`src/rtl/bus_cfg_pkg.sv`:
```
`default_nettype none
package bus_cfg_pkg;
    // ========================================
    // Region widths
    localparam logic WIDTH_8  = 1'h0;
    localparam logic WIDTH_16 = 1'h1;
    // Strap level that selects a 16-bit boot
    localparam logic STRAP_WIDE = 1'h1;
    // Chip select lines: upper, lower, four mid, seven periph
    localparam int   NUM_SELECTS = 13;
    localparam int   SEL_UPPER   = 0;
    localparam int   SEL_LOWER   = 1;
    localparam int   SEL_MID3    = 5;
    localparam logic [NUM_SELECTS-1:0] SELECTS_IDLE = 13'h1fff;
    // Width field positions inside the auxiliary configuration word
    localparam int   AUX_BITS    = 4;
    localparam int   AUX_IO      = 0;
    localparam int   AUX_MID     = 1;
    localparam int   AUX_LOWER   = 2;
    localparam int   AUX_UPPER   = 3;
    // Reset value without the upper bit, which follows the strap
    localparam logic [AUX_BITS-1:0] AUX_RESET = 4'h7;
    // Address region of an access
    typedef enum logic [1:0] {
        REG_LOWER = 2'h0,
        REG_MID   = 2'h1,
        REG_UPPER = 2'h2,
        REG_IO    = 2'h3
    } region_t;
    // Bus ownership states, Gray coded along the usual path
    typedef enum logic [1:0] {
        OWN_BUS   = 2'h0,
        WAIT_IDLE = 2'h1,
        NEGATE    = 2'h3,
        RELEASED  = 2'h2
    } arb_state_t;
endpackage : bus_cfg_pkg
`default_nettype wire

```
`src/rtl/width_if.sv`:
```
`default_nettype none
interface width_if;
    import bus_cfg_pkg::*;
    logic [AUX_BITS-1:0] widths;
    bus_cfg_pkg::region_t region;
    logic                periph;
    logic                wide;
    modport cfg (output widths, region, periph, input wide);
    modport sel (input widths, region, periph, output wide);
endinterface : width_if
`default_nettype wire

```
`src/rtl/access_width.sv`:
```
`default_nettype none
module access_width (
    width_if.sel w
);
    import bus_cfg_pkg::*;
    // ========================================
    // Width lookup for one access
    // Periph selects in the I/O region fall back to the mid width, other
    // I/O accesses use the I/O width; each memory region uses its own width.
    always_comb begin
        case (w.region)
            REG_LOWER: w.wide = w.widths[AUX_LOWER];
            REG_UPPER: w.wide = w.widths[AUX_UPPER];
            REG_IO:    w.wide = w.periph ? w.widths[AUX_MID]
                                         : w.widths[AUX_IO];
            default:   w.wide = w.widths[AUX_MID];
        endcase
    end
endmodule : access_width
`default_nettype wire

```
`src/rtl/boot_width_and_bus_release.sv`:
```
`default_nettype none
module boot_width_and_bus_release (
    input  wire logic                              clock,
    input  wire logic                              rst,
    input  wire logic                              boot_width_strap,
    input  wire logic                              aux_write,
    input  wire logic [bus_cfg_pkg::AUX_BITS-1:0]  aux_wdata,
    output logic      [bus_cfg_pkg::AUX_BITS-1:0]  aux_config_reg,
    output logic                                   boot_wide,
    input  wire logic                              hold_req,
    input  wire logic                              cycle_busy,
    output logic                                   bus_hold_ack,
    input  wire logic [bus_cfg_pkg::NUM_SELECTS-1:0] select_n_core,
    input  wire logic [bus_cfg_pkg::NUM_SELECTS-1:0] prog_io_pin,
    output logic      [bus_cfg_pkg::NUM_SELECTS-1:0] select_n_out,
    output logic      [bus_cfg_pkg::NUM_SELECTS-1:0] select_oe,
    output logic      [bus_cfg_pkg::NUM_SELECTS-1:0] select_pullup_en,
    input  wire bus_cfg_pkg::region_t              access_region,
    input  wire logic                              access_periph,
    output logic                                   access_wide
);
    import bus_cfg_pkg::*;

    // ========================================
    // State
    typedef struct packed {
        logic                   strap_meta;
        logic                   strap_sync;
        logic                   in_reset;
        logic                   boot_wide;
        logic [AUX_BITS-1:0]    aux;
        logic                   hold_meta;
        logic                   hold_sync;
        arb_state_t             arb;
        logic [NUM_SELECTS-1:0] sel_n;
        logic [NUM_SELECTS-1:0] oe;
    } state_t;

    state_t state_reg;
    state_t state_next;

    width_if wif ();

    // ========================================
    // Next state
    always_comb begin
        state_next = state_reg;
        // Pin inputs cross into the core clock through two flops
        state_next.strap_meta = boot_width_strap;
        state_next.strap_sync = state_reg.strap_meta;
        state_next.hold_meta  = hold_req;
        state_next.hold_sync  = state_reg.hold_meta;
        state_next.in_reset   = 1'h0;
        // Capture on the first edge after reset lets go; held afterwards
        if (state_reg.in_reset) begin
            state_next.boot_wide = state_reg.strap_sync;
            state_next.aux[AUX_UPPER] = state_reg.strap_sync;
        end else if (aux_write) begin
            state_next.aux[AUX_IO]    = aux_wdata[AUX_IO];
            state_next.aux[AUX_MID]   = aux_wdata[AUX_MID];
            state_next.aux[AUX_LOWER] = aux_wdata[AUX_LOWER];
            // A 16-bit boot keeps the upper region wide
            if (state_reg.boot_wide != STRAP_WIDE) begin
                state_next.aux[AUX_UPPER] = aux_wdata[AUX_UPPER];
            end
        end
        // Arbitration
        case (state_reg.arb)
            OWN_BUS: begin
                state_next.sel_n = select_n_core;
                state_next.oe    = '1;
                if (state_reg.hold_sync) begin
                    state_next.arb = WAIT_IDLE;
                end
            end
            WAIT_IDLE: begin
                state_next.sel_n = select_n_core;
                if (!state_reg.hold_sync) begin
                    state_next.arb = OWN_BUS;
                end else if (!cycle_busy) begin
                    state_next.arb   = NEGATE;
                    state_next.sel_n = SELECTS_IDLE;
                end
            end
            NEGATE: begin
                // One cycle of active high drive before letting go
                state_next.oe  = '0;
                state_next.arb = RELEASED;
            end
            default: begin
                if (!state_reg.hold_sync) begin
                    state_next.arb   = OWN_BUS;
                    state_next.sel_n = SELECTS_IDLE;
                    state_next.oe    = '1;
                end
            end
        endcase
    end

    // ========================================
    // Registers
    always_ff @(posedge clock) begin
        if (rst) begin
            state_reg            <= '0;
            // Strap synchroniser keeps running so it is full at release
            state_reg.strap_meta <= state_next.strap_meta;
            state_reg.strap_sync <= state_next.strap_sync;
            state_reg.in_reset   <= 1'h1;
            state_reg.boot_wide  <= STRAP_WIDE;
            state_reg.aux        <= AUX_RESET;
            state_reg.aux[AUX_UPPER] <= WIDTH_16;
            state_reg.arb        <= OWN_BUS;
            state_reg.sel_n      <= SELECTS_IDLE;
            state_reg.oe         <= '1;
        end else begin
            state_reg <= state_next;
        end
    end

    // ========================================
    // Outputs
    // No refresh or alternate lower timing exists, so selects pass as is
    assign select_n_out   = state_reg.sel_n;
    assign select_oe      = state_reg.oe;
    assign aux_config_reg = state_reg.aux;
    assign boot_wide      = state_reg.boot_wide;
    assign bus_hold_ack   = (state_reg.arb == NEGATE) ||
                            (state_reg.arb == RELEASED);

    // Pull-up is on whenever released, whatever the pin's I/O role
    always_comb begin
        for (int i = 0; i < NUM_SELECTS; i++) begin
            select_pullup_en[i] = !state_reg.oe[i] ||
                                  (prog_io_pin[i] && bus_hold_ack);
        end
    end

    // Width of the current access
    assign wif.widths = state_reg.aux;
    assign wif.region = access_region;
    assign wif.periph = access_periph;
    assign access_wide = wif.wide;

    access_width u_width (
        .w (wif.sel)
    );

    // ========================================
    // Checks
    property p_grant_negates;
        @(posedge clock) disable iff (rst)
        $rose(bus_hold_ack) |-> select_oe == '1 && select_n_out == '1
            ##1 select_oe == '0;
    endproperty
    a_grant_negates: assert property (p_grant_negates)
        else $error("selects not negated before release");

    property p_released_pullup;
        @(posedge clock) disable iff (rst)
        select_oe == '0 |-> select_pullup_en == '1;
    endproperty
    a_released_pullup: assert property (p_released_pullup)
        else $error("pull-up off while released");

    property p_busy_blocks;
        @(posedge clock) disable iff (rst)
        state_reg.arb == WAIT_IDLE && cycle_busy |=> !bus_hold_ack;
    endproperty
    a_busy_blocks: assert property (p_busy_blocks)
        else $error("hold granted during busy cycle");

    property p_resume;
        @(posedge clock) disable iff (rst)
        state_reg.arb == RELEASED && !state_reg.hold_sync
            |=> !bus_hold_ack && select_oe == '1;
    endproperty
    a_resume: assert property (p_resume)
        else $error("drive not resumed after hold drop");

    property p_strap_capture;
        @(posedge clock)
        $fell(rst) |=> boot_wide == $past(state_reg.strap_sync);
    endproperty
    a_strap_capture: assert property (p_strap_capture)
        else $error("strap not captured at reset release");

    property p_strap_hold;
        @(posedge clock) disable iff (rst)
        !state_reg.in_reset |=> $stable(boot_wide);
    endproperty
    a_strap_hold: assert property (p_strap_hold)
        else $error("boot width changed outside reset");

    property p_wide_upper_locked;
        @(posedge clock) disable iff (rst)
        boot_wide && !state_reg.in_reset
            |=> aux_config_reg[AUX_UPPER] == WIDTH_16;
    endproperty
    a_wide_upper_locked: assert property (p_wide_upper_locked)
        else $error("upper width not 16 bits after wide boot");

    property p_narrow_write;
        @(posedge clock) disable iff (rst)
        !boot_wide && !state_reg.in_reset && aux_write
            |=> aux_config_reg == $past(aux_wdata);
    endproperty
    a_narrow_write: assert property (p_narrow_write)
        else $error("width write not taken");

    property p_lower_width;
        @(posedge clock) disable iff (rst)
        access_region == REG_LOWER
            |-> access_wide == aux_config_reg[AUX_LOWER];
    endproperty
    a_lower_width: assert property (p_lower_width)
        else $error("lower region width mismatch");
endmodule : boot_width_and_bus_release
`default_nettype wire

```
`config.mk`:
```
export PLATFORM = sky130hd
export DESIGN_NAME = boot_width_and_bus_release
export DESIGN_NICKNAME = d
export VERILOG_FILES = /design/src/rtl/bus_cfg_pkg.sv /design/src/rtl/width_if.sv /design/src/rtl/access_width.sv /design/src/rtl/boot_width_and_bus_release.sv
export SDC_FILE = /design/constraint.sdc
export NUM_CORES = 1
export LEC_CHECK = 0
export ABC_AREA = 1
export BUFFER_PORTS_ARGS = -buffer_cell sky130_fd_sc_hd__buf_2
export CORE_ASPECT_RATIO = 1.25
export CORE_MARGIN = 8
export CORE_UTILIZATION = 35
export DETAILED_ROUTE_END_ITERATION = 12
export GPL_TIMING_DRIVEN = 1
export PLACE_DENSITY = 0.66
export SLEW_MARGIN = 40
export SYNTH_ARGS = -nofsm -noshare
export SYNTH_HDL_FRONTEND = slang
export SYNTH_SLANG_ARGS = --single-unit
export TNS_END_PERCENT = 30
```
`constraint.sdc`:
```
create_clock -name clock -period 1.8 [get_ports clock]
set_clock_uncertainty 0.2 [all_clocks]
set_input_delay 0.36 -clock clock [delete_from_list [all_inputs] [get_ports clock]]
set_output_delay 0.36 -clock clock [all_outputs]
set_load 0.05 [all_outputs]
```
======== Word level (Yosys, flattened, before mapping) ========
Index checks and enable logic that the tools add are counted.
word-level totals
  word-level logic and storage cells ...... 89
  register bits ........................... 38
  output and inout port bits .............. 46
  RAM bits ................................ 0
  ROM bits ................................ 0
  latch bits .............................. 0
  memories ................................ 0
operators by class
  bitwise operators ....................... 3
  reductions and logical operators ........ 48
  equality and inequality tests ........... 11
  magnitude comparators ................... 0
  div/mod/pow operators ................... 0
  mux-type cells .......................... 16
  $mul .................................... 0
  add/sub/neg operators ................... 0
  shift-type cells ........................ 0
operators with widths
  kind                  count
  $pmux W13 S3          2
  $mux W36              1
  $mux W28              1
  $mux W15              1
  $logic_or A1 B1 Y1    14
  $logic_and A1 B1 Y1   13
  $logic_not A1 Y1      13
  $mux W13              1
  $eq A2 B2 Y1 const B  4
  $reduce_and A2 Y1     4
  $ne A3 B1 Y1 const B  2
  $pmux W2 S3           1
  $logic_not A2 Y1      2
  $mux W1               4
  $mux W2               2
  $mux W4               1
  $ne A4 B1 Y1 const B  1
  $mux W3               1
  $ne A3 B3 Y1 const B  1
  $not A1 Y1            3
  $pmux W1 S3           1
  $reduce_and A3 Y1     1
  $eq A2 B1 Y1 const B  1
  $ne A2 B1 Y1 const B  1
  2 further kinds       2

======== Depth between registers and ports, before layout ========
  depth in word-level cells ............... 4
  depth in mapped cells ................... 9

======== Modules after synthesis ========
A second synthesis with hierarchy kept.
second synthesis, totals
  cells, all modules ...................... 233
  area, all modules ....................... 1555.2 um^2
by module, submodules not included
  module                      sequential area each (um^2)  instances  cells an instance  area each (um^2)
  boot_width_and_bus_release  520.5                        1          221                1506.4
  access_width                0.0                          1          12                 48.8

======== Worst setup path after synthesis ========
Ideal clock, no wire load.
  path kind ............................... register -> output
  from .................................... reg state_reg[26] in the netlist's numbering
  to ...................................... out select_pullup_en[0] in the netlist's numbering
  arrival ................................. 1465 ps
  cell stages (with the launch flop) ...... 8
  slack ................................... -225 ps
  cells stage by stage .................... dfxtp_1 inv_1 ha_1 nor2_1 inv_1 buf_2 nand2_1 nand2_1
between the ends
  cells in the longest elaborated chain, start to end .. 4
  elaborated cells between the ends (all ways) .. 5
  classes of those cells .................. eq/ne: 2; reduce/logical: 3
ends and longest elaborated chain
  element                          line                                                                  text
  start, declared                  boot_width_and_bus_release.sv:39                                      state_t state_reg;
  start signal, assigned           boot_width_and_bus_release.sv:116                                     state_reg <= state_next;
  $eq A2 B2 Y1 (on tied branches)  boot_width_and_bus_release.sv:127, boot_width_and_bus_release.sv:128
  $logic_or A1 B1 Y1 (*)           boot_width_and_bus_release.sv:127                                     assign bus_hold_ack = (state_reg.arb == NEGATE) ||
  via bus_hold_ack                 boot_width_and_bus_release.sv:12                                      output logic bus_hold_ack,
  $logic_and A1 B1 Y1 (*)          boot_width_and_bus_release.sv:134                                     (prog_io_pin[i] && bus_hold_ack);
  $logic_or A1 B1 Y1 (*)           boot_width_and_bus_release.sv:133                                     select_pullup_en[i] = !state_reg.oe[i] ||
  end, declared                    boot_width_and_bus_release.sv:17                                      output logic [bus_cfg_pkg::NUM_SELECTS-1:0] select_pullup_en,
The timed path passes the listed nets; every way through them passes the cells marked *.

======== Final worst setup path ========
  from .................................... reg state_reg[26] in the netlist's numbering
  to ...................................... out select_pullup_en[5] in the netlist's numbering
between the ends
  cells in the longest elaborated chain, start to end .. 4
  elaborated cells between the ends (all ways) .. 5
  classes of those cells .................. eq/ne: 2; reduce/logical: 3
ends and longest elaborated chain
  element                          line
  $eq A2 B2 Y1 (on tied branches)  boot_width_and_bus_release.sv:127, boot_width_and_bus_release.sv:128
  $logic_or A1 B1 Y1 (*)           boot_width_and_bus_release.sv:127
  $logic_and A1 B1 Y1 (*)          boot_width_and_bus_release.sv:134
  $logic_or A1 B1 Y1 (*)           boot_width_and_bus_release.sv:133
Every way passes the cells marked *; elsewhere a longest branch is shown, timed or not.

==> summary.txt <==
Route
  • 1st-pass router iterations: 4
  • Wire per inst: 12.9 um
  • Routed WL: 4.27 mm
  • Antenna-violating nets left: 0
  • DRC: 0
  • Initial DRC count: 29
  • Vias per cell: 4.42
  • DR vias: 1464

Place
  • HPWL Detailed: 3.01 mm
  • DP Worst Slack: 0.0484 ns
  • RePlAce Congestion: 0.741
  • Port buffer count: 84

Timing
  • Setup TNS: -2.29 ns
  • RSZ-0062 raised after global routing: true
  • Min Tclk post-route: 1.98 ns
  • Slew HR: 0.824
  • Max Slew Vio Count: 0
  • Fin worst setup slack: -0.179 ns
  • Ratio of final minimum period to clock period: 1.10
  • Max frequency: 505 MHz
  • # setup viols final: 14
  • Final Hold Vio Count: 0
  • Slew @ Worst Pin: 0.266 ns

Floorplanning
  • Row cnt: 26
  • Io pins: 85
  • Die width: 74.7 um
  • Die area: 6680 um^2
  • Initial Util: 0.365
  • Die Y: 89.4 um
  • CORE AREA: 4130 um^2

Setup path
  • Worst EP arrival: 1.42 ns
  • Critical-path maximum fanout: 7
  • Crit path capture type: output pin
  • Critical path class: reg -> out
  • Worst Path Required: 1.24 ns
  • CP Launch Type: register

Power and ir drop
  • Sw frac: 0.532
  • Total power: 0.00473 W
  • Pint: 0.00221 W
  • Worst VDD drop: 780 uV
  • Pwr dens: 2100 nW/um^2
  • Power share of the combinational group: 0.725
  • Clock network fraction of total power: 0.101
  • Sequential share of power: 0.174
  • Sw Pwr: 0.00252 W
  • Pleak: 1.17 nW

Clock tree
  • Clk slew on worst S/H paths: 0.09 ns
  • Post-CTS setup buffer count: 0
  • CTS root buf: clkbuf_8
  • Total CTS buffers: 3
  • H-tree level count: 1
  • CTS max path bufs: 2
  • Worst-skew pair later-pin latency: 0.27 ns
  • Clk sinks: 26
  • TritonCTS clock tree: yes

Final layout
  • Storage cell area: 529 um^2
  • Multi-input logic area: 807 um^2
  • N_diodes: 0
  • Largest register FFs: 13
  • Layout cell share with drive strength beyond 1: 0.505
  • Final #Nets: 319
  • Layout area overhead: 49.1%
  • # fillers: 400

Status
  • Violated checks: setup timing
  • Outcome: finished, violations left

GRT
  • GR Util All Layers: 0.115
  • Largest net degree at the start of global routing: 27
  • Global route overflow: 0
  • Number of global-route vias before repair: 1397
  • Initial antenna violation count: 0
  • Global-route wire length before repair: 6.20 mm

Yosys
  • Mapped Area: 1510 um^2
  • Top-count cell post-synth: nand2_1
  • Most used DFF post-synth: dfxtp_1
  • Synth Area in Compound Gates: 0.0390
  • Ys async rst share: 0
  • Synth Area in Adders: 0.0332
  • Syn Area/Cell: 7.15 um^2
  • Distinct cells, synth: 23
  • Top-area cell type share of the netlist area: 0.345
  • Largest family of logic cells by synthesized area: simple AND/OR/NAND/NOR gates
  • Xor/xnor cell area share of the yosys netlist: 0
  • Simple-Gate Fraction of Synth Area: 0.356
  • Mux cell area share after synthesis: 0
  • Mapped Nets: 254
  • Post-Syn Instances: 211
  • Synth top area cells: dfxtp_1, nand2_1, buf_4, nand3_1, nand3b_1
  • Register area share after synthesis: 0.345
  • EDFF count, synth: 0
  • Syn. warnings: 0
  • Post-synth top cells: nand2_1, buf_4, dfxtp_1, nand3_1, inv_1
  • Synth area leader: dfxtp_1
  • Flops & latches, synth: 26

Hold path
  • Hold Crit Class: in -> reg

Flow run
  • Max cap viols: 0
## power by group through the flow
stage	Sequential, W	Combinational, W	Clock, W
2_1_floorplan	0.000816	0.00230	0
3_3_place_gp	0.000795	0.00277	0
3_5_place_dp	0.000801	0.00279	0
4_1_cts	0.000799	0.00323	0.000501
5_1_grt	0.000839	0.00363	0.000520
6_report	0.000821	0.00343	0.000480
## worst max-delay path, cell delays in order (launching register included)
cell     delay, ns
dfxtp_4       0.39
inv_4         0.04
ha_4          0.15
nor2_4        0.09
inv_4         0.06
buf_12        0.15
nand2_4       0.05
nand2_2       0.06
buf_8         0.15
## metal layers
metal | up-vias | GRT usage | wire length [um]
met3 | 4 | 0.0236 | 286
met1 | 653 | 0.130 | 1660
li1 | 770 | - | -
met4 | 0 | 0.0393 | 41
met2 | 37 | 0.207 | 2280
met5 | - | 0 | 0
## placed cells by master, fill, tap and decap left out, drive strengths merged
master,n
a21boi,1
a21oi,3
buf,96
bufinv,1
clkbuf,3
clkinv,1
dfxtp,26
dlygate4sd3,1
ha,4
inv,15
nand2,70
nand3,24
nand3b,13
nand4,2
nor2,8
o21ai,5
o21bai,1
or2,1
## area by class of cell
| type | count | area share |
|---|---|---|
| multi-input cells | 132 | 0.359 |
| clock inverters | 1 | 0.0133 |
| inverters | 16 | 0.0289 |
| flip-flops and latches | 26 | 0.235 |
| clock buffers | 3 | 0.0184 |
| repair buffers | 97 | 0.314 |
| well taps | 56 | 0.0311 |
## cell families after synthesis
kind of cell	after synthesis
simple gates	118
buf+inv	53
flops	26
compound gates	10
fa+ha+maj	4
## timing repair
action	4_1_cts	5_1_grt
gates cloned	1	0
setup endpoints to repair	14	29
gates resized for setup	48	40
pin swaps	1	1
endpoints found under the hold margin	1	0
hold buffers	1	0
## final timing paths
check             depth (start not counted)  slack (ns)                   to            from
hold / removal                            3        0.08       state_next[28]        hold_req
setup / recovery                          8       -0.18  select_pullup_en[5]   state_reg[26]
setup reg to reg                          9        0.08      select_n_out[5]   state_reg[27]
hold reg to reg                           0        0.14        state_reg[36]  state_next[36]
## metrics by stage
step	instances	utilization	instance area, um^2	hold WS [ns]
2_1_floorplan	211	-	1540	0.110
3_3_place_gp	325	0.450	1860	0.121
3_5_place_dp	325	0.450	1860	0.115
4_1_cts	331	0.511	2110	0.0793
5_1_grt	331	0.545	2250	0.0829
6_report	331	0.545	2250	0.0848
Power figures use the tool's default switching activity.
